## src/fcd_pkg.sv

```systemverilog
package fcd_pkg;
    // flash bus geometry
    localparam int AW = 26;
    localparam int DW = 16;
    localparam int BUF_DEPTH = 256;
    localparam int BUF_AW = 8;
    localparam int CNT_W = 9;
    localparam int TIM_W = 8;
    localparam int STEP_W = 2 + AW + DW;

    // command addresses, upper bits sent as zero
    localparam logic [AW-1:0] A_UNLOCK1 = 26'h0000555;
    localparam logic [AW-1:0] A_UNLOCK2 = 26'h00002AA;

    // command data words
    localparam logic [DW-1:0] D_UNLOCK1 = 16'h00AA;
    localparam logic [DW-1:0] D_UNLOCK2 = 16'h0055;
    localparam logic [DW-1:0] D_RESET = 16'h00F0;
    localparam logic [DW-1:0] D_SR_READ = 16'h0070;
    localparam logic [DW-1:0] D_SR_CLEAR = 16'h0071;
    localparam logic [DW-1:0] D_PROG = 16'h00A0;
    localparam logic [DW-1:0] D_BUF_LOAD = 16'h0025;
    localparam logic [DW-1:0] D_BUF_CONFIRM = 16'h0029;
    localparam logic [DW-1:0] D_ERASE_SETUP = 16'h0080;
    localparam logic [DW-1:0] D_CHIP_ERASE = 16'h0010;
    localparam logic [DW-1:0] D_SECT_ERASE = 16'h0030;
    localparam logic [DW-1:0] D_SUSPEND = 16'h00B0;
    localparam logic [DW-1:0] D_RESUME = 16'h0030;
    localparam logic [DW-1:0] D_PROG_SUSPEND = 16'h0051;

    // bus timing in ns, then in 8 ns clock cycles (least times round up)
    localparam int CLK_NS = 8;
    localparam int T_WP_NS = 35;
    localparam int T_WPH_NS = 20;
    localparam int T_ACC_NS = 100;
    localparam int SYNC_LAT = 3;
    localparam int WP_CYC = (T_WP_NS + CLK_NS - 1) / CLK_NS;
    localparam int WPH_CYC = (T_WPH_NS + CLK_NS - 1) / CLK_NS;
    localparam int ACC_CYC = (T_ACC_NS + CLK_NS - 1) / CLK_NS;

    // fixed header step count of the buffered program sequence
    localparam logic [CNT_W-1:0] BUF_HDR_STEPS = 9'h004;

    typedef enum logic [3:0] {
        OP_READ,
        OP_RESET,
        OP_SR_READ,
        OP_SR_CLEAR,
        OP_PROG,
        OP_BUF_PROG,
        OP_BUF_ABORT,
        OP_CHIP_ERASE,
        OP_SECT_ERASE,
        OP_SUSPEND,
        OP_RESUME,
        OP_PROG_SUSPEND
    } fcd_op_t;
endpackage : fcd_pkg

```

## src/fcd_buf_mem.sv

```systemverilog
`timescale 1ns/10ps
// word store for buffered programming; read data registered
module fcd_buf_mem (
    // clock
    input wire logic clk_i,
    input wire logic en_i,
    // write port
    input wire logic we_i,
    input wire logic [fcd_pkg::BUF_AW-1:0] waddr_i,
    input wire logic [fcd_pkg::DW-1:0] wdata_i,
    // read port
    input wire logic [fcd_pkg::BUF_AW-1:0] raddr_i,
    output logic [fcd_pkg::DW-1:0] rdata_o
);
    logic [fcd_pkg::DW-1:0] mem [fcd_pkg::BUF_DEPTH];

    always_ff @(posedge clk_i) begin
        if (en_i) begin
            if (we_i) begin
                mem[waddr_i] <= wdata_i;
            end
            rdata_o <= mem[raddr_i];
        end
    end
endmodule : fcd_buf_mem

```

## src/fcd_host.sv

```systemverilog
`timescale 1ns/10ps
// Contract
// - array read: one read cycle returns word
// - F0 write returns device to read
// - 70 at 555, next read gives status
// - 71 at 555 clears status errors
// - word program: AA, 55, A0, data
// - buffered: unlock, 25, count, data words
// - 29 at sector confirms buffer program
// - abort recovery: AA, 55, F0 at 555
// - chip erase: six cycles ending 10
// - sector erase: sixth cycle 30 at sector
// - B0 anywhere suspends erase or program
// - 30 anywhere resumes suspended operation
// - 51 anywhere suspends program only
module fcd_host (
    // clock and reset
    input wire logic clk_i,
    input wire logic nrst_i,
    input wire logic en_i,
    // command port
    input wire logic cmd_valid_i,
    input fcd_pkg::fcd_op_t cmd_op_i,
    input wire logic [fcd_pkg::AW-1:0] cmd_addr_i,
    input wire logic [fcd_pkg::DW-1:0] cmd_data_i,
    input wire logic [fcd_pkg::CNT_W-1:0] cmd_count_i,
    output logic cmd_ready_o,
    output logic [fcd_pkg::DW-1:0] rdata_o,
    output logic rdata_valid_o,
    // buffer load port
    input wire logic buf_we_i,
    input wire logic [fcd_pkg::BUF_AW-1:0] buf_idx_i,
    input wire logic [fcd_pkg::DW-1:0] buf_wdata_i,
    // flash pins
    output logic [fcd_pkg::AW-1:0] addr_o,
    output logic [fcd_pkg::DW-1:0] dq_o,
    output logic dq_oe_o,
    input wire logic [fcd_pkg::DW-1:0] dq_i,
    output logic ce_n_o,
    output logic we_n_o,
    output logic oe_n_o
);
    typedef enum logic [2:0] {S_IDLE, S_FETCH, S_SETUP, S_WLOW, S_WHIGH, S_RLOW, S_RSAMP} fcd_state_t;

    fcd_state_t state_q, state_d;
    fcd_pkg::fcd_op_t op_q, op_d;
    logic [fcd_pkg::AW-1:0] addr_q, addr_d, pin_addr_d;
    logic [fcd_pkg::DW-1:0] data_q, data_d, dq_d, rdata_d;
    logic [fcd_pkg::CNT_W-1:0] wc_q, wc_d, step_q, step_d, last_q, last_d;
    logic [fcd_pkg::TIM_W-1:0] tim_q, tim_d;
    logic ready_d, rvalid_d, dq_oe_d, ce_n_d, we_n_d, oe_n_d;
    logic [fcd_pkg::DW-1:0] sy1_q, sy2_q, sy3_q;
    logic [fcd_pkg::DW-1:0] mem_rdata;
    logic [fcd_pkg::CNT_W-1:0] slot;
    logic [fcd_pkg::STEP_W-1:0] info;

    // the two unlock cycles shared by the program, buffer abort and erase sequences
    function automatic logic [fcd_pkg::STEP_W-1:0] unlock(input logic second);
        if (second) begin
            unlock = {2'b00, fcd_pkg::A_UNLOCK2, fcd_pkg::D_UNLOCK2};
        end else begin
            unlock = {2'b00, fcd_pkg::A_UNLOCK1, fcd_pkg::D_UNLOCK1};
        end
    endfunction : unlock

    function automatic logic [fcd_pkg::STEP_W-1:0] wr(input logic [fcd_pkg::AW-1:0] a,
                                                       input logic [fcd_pkg::DW-1:0] d);
        wr = {2'b00, a, d};
    endfunction : wr

    // last step index of each sequence
    function automatic logic [fcd_pkg::CNT_W-1:0] last_step(input fcd_pkg::fcd_op_t op,
                                                             input logic [fcd_pkg::CNT_W-1:0] n);
        case (op)
            fcd_pkg::OP_SR_READ: last_step = 9'h001;
            fcd_pkg::OP_PROG: last_step = 9'h003;
            fcd_pkg::OP_BUF_PROG: last_step = fcd_pkg::BUF_HDR_STEPS + n;
            fcd_pkg::OP_BUF_ABORT: last_step = 9'h002;
            fcd_pkg::OP_CHIP_ERASE: last_step = 9'h005;
            fcd_pkg::OP_SECT_ERASE: last_step = 9'h005;
            default: last_step = 9'h000;
        endcase
    endfunction : last_step

    // {is_read, from_buffer, address, data} of step k
    function automatic logic [fcd_pkg::STEP_W-1:0] step_info(input fcd_pkg::fcd_op_t op,
                                                              input logic [fcd_pkg::CNT_W-1:0] k,
                                                              input logic [fcd_pkg::CNT_W-1:0] last,
                                                              input logic [fcd_pkg::AW-1:0] a,
                                                              input logic [fcd_pkg::DW-1:0] d,
                                                              input logic [fcd_pkg::CNT_W-1:0] n);
        logic [fcd_pkg::CNT_W-1:0] slot_k;
        slot_k = k - fcd_pkg::BUF_HDR_STEPS;
        step_info = {2'b10, a, d};
        case (op)
            fcd_pkg::OP_READ: step_info = {2'b10, a, d};
            fcd_pkg::OP_RESET: step_info = wr(a, fcd_pkg::D_RESET);
            fcd_pkg::OP_SR_READ: begin
                if (k == 9'h000) begin
                    step_info = wr(fcd_pkg::A_UNLOCK1, fcd_pkg::D_SR_READ);
                end
            end
            fcd_pkg::OP_SR_CLEAR: step_info = wr(fcd_pkg::A_UNLOCK1, fcd_pkg::D_SR_CLEAR);
            fcd_pkg::OP_PROG: begin
                if (k < 9'h002) begin
                    step_info = unlock(k[0]);
                end else if (k == 9'h002) begin
                    step_info = wr(fcd_pkg::A_UNLOCK1, fcd_pkg::D_PROG);
                end else begin
                    step_info = wr(a, d);
                end
            end
            fcd_pkg::OP_BUF_PROG: begin
                if (k < 9'h002) begin
                    step_info = unlock(k[0]);
                end else if (k == 9'h002) begin
                    step_info = wr(a, fcd_pkg::D_BUF_LOAD);
                end else if (k == 9'h003) begin
                    // the count word carries the number of words less one
                    step_info = wr(a, fcd_pkg::DW'(n - 9'h001));
                end else if (k == last) begin
                    step_info = wr(a, fcd_pkg::D_BUF_CONFIRM);
                end else begin
                    step_info = {2'b01, a + (fcd_pkg::AW)'(slot_k), d};
                end
            end
            fcd_pkg::OP_BUF_ABORT: begin
                if (k < 9'h002) begin
                    step_info = unlock(k[0]);
                end else begin
                    step_info = wr(fcd_pkg::A_UNLOCK1, fcd_pkg::D_RESET);
                end
            end
            fcd_pkg::OP_CHIP_ERASE, fcd_pkg::OP_SECT_ERASE: begin
                if (k == 9'h002) begin
                    step_info = wr(fcd_pkg::A_UNLOCK1, fcd_pkg::D_ERASE_SETUP);
                end else if (k == 9'h005 && op == fcd_pkg::OP_CHIP_ERASE) begin
                    step_info = wr(fcd_pkg::A_UNLOCK1, fcd_pkg::D_CHIP_ERASE);
                end else if (k == 9'h005) begin
                    step_info = wr(a, fcd_pkg::D_SECT_ERASE);
                end else begin
                    step_info = unlock(k == 9'h001 || k == 9'h004);
                end
            end
            fcd_pkg::OP_SUSPEND: step_info = wr(a, fcd_pkg::D_SUSPEND);
            fcd_pkg::OP_RESUME: step_info = wr(a, fcd_pkg::D_RESUME);
            fcd_pkg::OP_PROG_SUSPEND: step_info = wr(a, fcd_pkg::D_PROG_SUSPEND);
            default: step_info = {2'b10, a, d};
        endcase
    endfunction : step_info

    assign slot = step_q - fcd_pkg::BUF_HDR_STEPS;
    assign info = step_info(op_q, step_q, last_q, addr_q, data_q, wc_q);

    fcd_buf_mem u_buf (
        .clk_i(clk_i),
        .en_i(en_i),
        .we_i(buf_we_i),
        .waddr_i(buf_idx_i),
        .wdata_i(buf_wdata_i),
        .raddr_i(slot[fcd_pkg::BUF_AW-1:0]),
        .rdata_o(mem_rdata)
    );

    // dq_i is asynchronous to clk_i
    always_ff @(posedge clk_i or negedge nrst_i) begin
        if (!nrst_i) begin
            sy1_q <= 16'h0000;
            sy2_q <= 16'h0000;
            sy3_q <= 16'h0000;
        end else if (en_i) begin
            sy1_q <= dq_i;
            sy2_q <= sy1_q;
            sy3_q <= sy2_q;
        end
    end

    always_comb begin
        state_d = state_q;
        op_d = op_q;
        addr_d = addr_q;
        data_d = data_q;
        wc_d = wc_q;
        step_d = step_q;
        last_d = last_q;
        tim_d = tim_q;
        ready_d = cmd_ready_o;
        rdata_d = rdata_o;
        rvalid_d = 1'b0;
        pin_addr_d = addr_o;
        dq_d = dq_o;
        dq_oe_d = dq_oe_o;
        ce_n_d = ce_n_o;
        we_n_d = we_n_o;
        oe_n_d = oe_n_o;
        case (state_q)
            S_IDLE: begin
                if (cmd_valid_i) begin
                    op_d = cmd_op_i;
                    addr_d = cmd_addr_i;
                    data_d = cmd_data_i;
                    wc_d = cmd_count_i;
                    last_d = last_step(cmd_op_i, cmd_count_i);
                    step_d = 9'h000;
                    ready_d = 1'b0;
                    state_d = S_FETCH;
                end
            end
            // spare cycle lets the store present the buffered word
            S_FETCH: state_d = S_SETUP;
            S_SETUP: begin
                pin_addr_d = info[fcd_pkg::STEP_W-3 -: fcd_pkg::AW];
                ce_n_d = 1'b0;
                if (info[fcd_pkg::STEP_W-1]) begin
                    oe_n_d = 1'b0;
                    dq_oe_d = 1'b0;
                    tim_d = fcd_pkg::TIM_W'(fcd_pkg::ACC_CYC + fcd_pkg::SYNC_LAT - 1);
                    state_d = S_RLOW;
                end else begin
                    dq_d = info[fcd_pkg::STEP_W-2] ? mem_rdata : info[fcd_pkg::DW-1:0];
                    dq_oe_d = 1'b1;
                    we_n_d = 1'b0;
                    tim_d = fcd_pkg::TIM_W'(fcd_pkg::WP_CYC - 1);
                    state_d = S_WLOW;
                end
            end
            S_WLOW: begin
                if (tim_q == 8'h00) begin
                    we_n_d = 1'b1;
                    tim_d = fcd_pkg::TIM_W'(fcd_pkg::WPH_CYC - 1);
                    state_d = S_WHIGH;
                end else begin
                    tim_d = tim_q - 8'h01;
                end
            end
            // chip enable and data held through the recovery time
            S_WHIGH: begin
                if (tim_q == 8'h00) begin
                    ce_n_d = 1'b1;
                    dq_oe_d = 1'b0;
                    if (step_q == last_q) begin
                        ready_d = 1'b1;
                        state_d = S_IDLE;
                    end else begin
                        step_d = step_q + 9'h001;
                        state_d = S_FETCH;
                    end
                end else begin
                    tim_d = tim_q - 8'h01;
                end
            end
            S_RLOW: begin
                if (tim_q == 8'h00) begin
                    state_d = S_RSAMP;
                end else begin
                    tim_d = tim_q - 8'h01;
                end
            end
            // wait for two synchronised samples to agree before taking the word
            S_RSAMP: begin
                if (sy2_q == sy3_q) begin
                    rdata_d = sy3_q;
                    rvalid_d = 1'b1;
                    oe_n_d = 1'b1;
                    ce_n_d = 1'b1;
                    if (step_q == last_q) begin
                        ready_d = 1'b1;
                        state_d = S_IDLE;
                    end else begin
                        step_d = step_q + 9'h001;
                        state_d = S_FETCH;
                    end
                end
            end
            default: state_d = S_IDLE;
        endcase
    end

    always_ff @(posedge clk_i or negedge nrst_i) begin
        if (!nrst_i) begin
            state_q <= S_IDLE;
            op_q <= fcd_pkg::OP_READ;
            addr_q <= 26'h0000000;
            data_q <= 16'h0000;
            wc_q <= 9'h000;
            step_q <= 9'h000;
            last_q <= 9'h000;
            tim_q <= 8'h00;
            cmd_ready_o <= 1'b1;
            rdata_o <= 16'h0000;
            rdata_valid_o <= 1'b0;
            addr_o <= 26'h0000000;
            dq_o <= 16'h0000;
            dq_oe_o <= 1'b0;
            ce_n_o <= 1'b1;
            we_n_o <= 1'b1;
            oe_n_o <= 1'b1;
        end else if (en_i) begin
            state_q <= state_d;
            op_q <= op_d;
            addr_q <= addr_d;
            data_q <= data_d;
            wc_q <= wc_d;
            step_q <= step_d;
            last_q <= last_d;
            tim_q <= tim_d;
            cmd_ready_o <= ready_d;
            rdata_o <= rdata_d;
            rdata_valid_o <= rvalid_d;
            addr_o <= pin_addr_d;
            dq_o <= dq_d;
            dq_oe_o <= dq_oe_d;
            ce_n_o <= ce_n_d;
            we_n_o <= we_n_d;
            oe_n_o <= oe_n_d;
        end
    end
endmodule : fcd_host

```

## config.mk

```make
export PLATFORM = sky130hd
export DESIGN_NAME = fcd_host
export DESIGN_NICKNAME = d
export VERILOG_FILES = /design/src/fcd_pkg.sv /design/src/fcd_buf_mem.sv /design/src/fcd_host.sv
export SDC_FILE = /design/constraint.sdc
export NUM_CORES = 2
export LEC_CHECK = 0
export BUFFER_PORTS_ARGS = -buffer_cell sky130_fd_sc_hd__buf_2
export CELL_PAD_IN_SITES_DETAIL_PLACEMENT = 1
export CELL_PAD_IN_SITES_GLOBAL_PLACEMENT = 1
export CORE_ASPECT_RATIO = 1.1
export CORE_UTILIZATION = 55
export CTS_CLUSTER_DIAMETER = 50
export CTS_CLUSTER_SIZE = 16
export DETAILED_ROUTE_END_ITERATION = 7
export PLACE_DENSITY_LB_ADDON = 0.1
export SLEW_MARGIN = 30
export SYNTH_ARGS = -nofsm -noshare
export SYNTH_HDL_FRONTEND = slang
export SYNTH_SLANG_ARGS = --single-unit
```

## constraint.sdc

```tcl
create_clock -name clk_i -period 8.45 [get_ports clk_i]
set_clock_uncertainty 0.05 [all_clocks]
set_input_delay 0.845 -clock clk_i [delete_from_list [all_inputs] [get_ports clk_i]]
set_output_delay 0.845 -clock clk_i [all_outputs]
set_load 0.02 [all_outputs]
```

==> impl_metrics.csv <==
group,metric,value,unit
setup_path,crit_path_frequent_cell,"buf_12",
global_routing,grt_overflow_total,0,
min_path,hp-start,"cmd_addr_i[20]",
min_path,hold_class,"input port to flip-flop",
min_path,hold_end,"addr_q[20]",
global_routing,met1_usage,44.3,%
synth,syn_inst,8360,
synth,avgSynthCellArea,20.2,um^2
global_routing,busiest_layer,"met2",
clock_network,cts-root-buf,"clkbuf_16",
sta,slew_violations,0,
setup_path,critPathLaunchType,"flip-flop",
place,io_buffers,163,
synth,yosysMostFrequentCell,"edfxtp_1",
synth,ys_ff_latch,4308,
routing,postRouteAntennaNets,0,
min_path,whs_path_depth,3,
setup_path,ff2ff_setup_slack,3.41,ns
sta,rsz0062_at_grt,"no",
sta,tightest_slew,1.13,ns
global_routing,grt_use_met3,5.11,%
setup_path,end_kind,"flip-flop",
clock_network,clkTransAtPathRegs,0.06,ns
synth,synthTopCellsByArea,"edfxtp_1, mux4_2, dfrtp_1",
setup_path,critPathRequiredTime,9.17,ns
layout,multi_input_area,38100,um^2
floorplanning,io-pin-count,164,
layout,fin_nets,9003,
setup_path,reg2reg_from,"step_q[0]",
layout,fillers,25000,
sta,tns,0,ns
clock_network,clk_path_buf_depth,4,
sta,setup_viol,0,
setup_path,reg2reg_depth,10,
global_routing,antenna_found_initial,37,
power_and_ir_drop,p_per_area,333,nW/um^2
synth,yosys.area.top_type,"edfxtp_1",
setup_path,cp_max_fo,79,
clock_network,clk_latency,0.97,ns
routing,route.detailed.drc,0,
layout,area_growth,12.8,%
clock_network,cts_tree,"done",
synth,synthArstFlopShare,4.55,%
layout,drive_gt1_share,26.0,%
sta,period_share,59.6,%
sta,layout_min_cycle_time,5.04,ns
sta,max_freq,199,MHz
routing,vias,89200,
sta,slew_headroom,24.7,%
synth,synth_top_area_share,73.2,%
setup_path,r2r_end,"u_buf.rdata_o[5]",
floorplanning,die_x,530,um
flow_run,max_cap_violations,0,
global_routing,grt_max_degree,187,
setup_path,critPathBufInv,3,
floorplanning,fp.dieH,583,um
sta,fin_ws,3.41,ns
place,gp_congestion,0.971,
power_and_ir_drop,p_leak,0.0595,uW
setup_path,cp-startpoint,"step_q[0]",
clock_network,cts_buffers,407,
global_routing,grt_pass1_wl,691000,um
outcome,status,"finished clean",
synth,syn-cell-area,169000,um^2
sta,hold_viol,0,
global_routing,first_global_vias,90800,
setup_path,critPathMaxStageDelay,1.00,ns
setup_path,crit_chain,"buf_12 > buf_12 > buf_4 > mux2i_1 > o221ai_1 > o22ai_1 > nor2_1 > o22a_1 > nand4_1 > a211oi_1",
routing,wl_per_cell,37.0,um
clock_network,clock-sinks,4308,
synth,yosys_warnings,0,
place,dp_slack,3.43,ns
setup_path,path_delay_family,"buffers and inverters",
floorplanning,core_area,304000,um^2
floorplanning,die_area,309000,um^2
synth,syn_nets,8484,
synth,ys_types,90,
global_routing,grt.total_usage,31.9,%
synth,ys_seq_area_share,76.1,%
floorplanning,start_util,55.5,%
synth,synth_commonest_cells,"edfxtp_1, mux4_2, nor2_1",
setup_path,slowest_stage,"dfrtp_4",
clock_network,htreeDepth,5,
global_routing,grtUsageMet2,50.6,%
setup_path,criticalPathCategory,"flip-flop to flip-flop",
routing,vias_per_cell,6.71,
layout,seq_area,128000,um^2
routing,drt-initial-drc-count,11200,
power_and_ir_drop,ir_drop,0.000295,V
setup_path,worstPathArrival,5.76,ns
synth,synthFlopType,"edfxtp_1",
routing,firstDrtPassIters,8,
floorplanning,rows,212,
clock_network,cts-resized-gates,0,
sta,hold_ws,0.0560,ns
place,dp_hpwl,293000,um
routing,wl,491000,um
synth,synth_edf_count,4112,
placed cells by master, fill, tap and decap left out, types with 36 or more instances in the layout:
cell type   instances
clkinvlp_4         38
inv_6              67
a221oi_1           37
clkinv_2           38
nand3_1            41
bufinv_16          38
nor2_2             44
mux2i_1           323
o22ai_1            92
nor2_1            414
nand2b_1           37
o211ai_1           46
buf_4             377
clkinv_4           40
a21oi_1           247
dfrtp_1           189
mux2_2             64
o21ai_0            88
buf_2             145
edfxtp_1         4112
clkbuf_16         412
nor3_1             36
nand4_1            41
mux4_2            931
nand2_1           364
a22oi_1           132
o221ai_1          159
flip-flops by register name, summed over array words and instances (netlist names), 3 cells and up:
name           flops
state_q            3
u_buf.rdata_o     16
sy2_q             16
sy3_q             16
rdata_o           16
u_buf.mem       4096
tim_q              8
addr_q            26
step_q             9
addr_o            26
op_q               4
wc_q               9
data_q            16
sy1_q             16
last_q             9
dq_o              16
worst max-delay path by stage:
stage | to | slack, ns | cells past startpoint
floorplan | addr_o[16] | 3.59 | 18
global route | addr_o[16] | 3.24 | 12
CTS | addr_o[16] | 3.40 | 12
global placement | u_buf.rdata_o[4] | 3.10 | 8
detailed placement | addr_o[16] | 3.43 | 12
finish | u_buf.rdata_o[5] | 3.41 | 10
where the power goes:
group          internal [uW]  switching [uW]
sequential             23800             623
clock                  10300            8620
combinational           7100           13000
kinds of logic (layout without fill, tap and decap cells):
kind of cell | count (synthesis) | count (layout) | synth area share, %
AO/OA/AOI/OAI | 980 | 980 | 4.01
buffers and inverters | 519 | 1351 | 1.58
AND/OR/NAND/NOR | 1156 | 1156 | 3.05
other | 0 | 22 | 0
multiplexers | 1318 | 1318 | 14.8
flip-flops | 4308 | 4308 | 76.1
XOR/XNOR | 55 | 55 | 0.286
adder cells (fa/ha/maj) | 24 | 24 | 0.182
final cells by class:
cell class | instances | area share (%)
diodes | 22 | 0.0289
clock buffers | 427 | 5.44
clock inverters | 295 | 1.80
inverters | 36 | 0.0776
multi-input cells | 3533 | 20.0
flip-flops and latches | 4308 | 67.5
well taps | 4066 | 2.67
repair buffers | 593 | 2.47
repair_timing:
item | CTS | global route
endpoints found under the setup margin | 0 | 0
hold buffers | 17 | 0
hold endpoints to repair | 141 | 0
buffers inserted | 0 | 0
metal layers:
metal  part of all wire, %  vias to the layer above
li1                      -                    35700
met1                    38                    48000
met2                    48                     4554
met3                   8.5                      856
met4                   5.0                       12
met5                 0.016                        -
tightest hold or removal path: stages:
cell and delay [ns]:
buf_2 0.09, nand2_1 0.05, nand2_1 0.05
metrics by stage:
stage | util (%) | power (uW) | std cells | area (um^2)
after floorplan | - | 36400 | 8360 | 169000
after global placement | 57.8 | 44300 | 12500 | 176000
after detailed placement | 57.9 | 44700 | 12500 | 176000
after CTS | 62.5 | 63500 | 13300 | 190000
after global routing | 62.6 | 65000 | 13300 | 190000
final | 62.6 | 63400 | 13300 | 190000
Note: power is estimated with default switching activity, not from simulation.
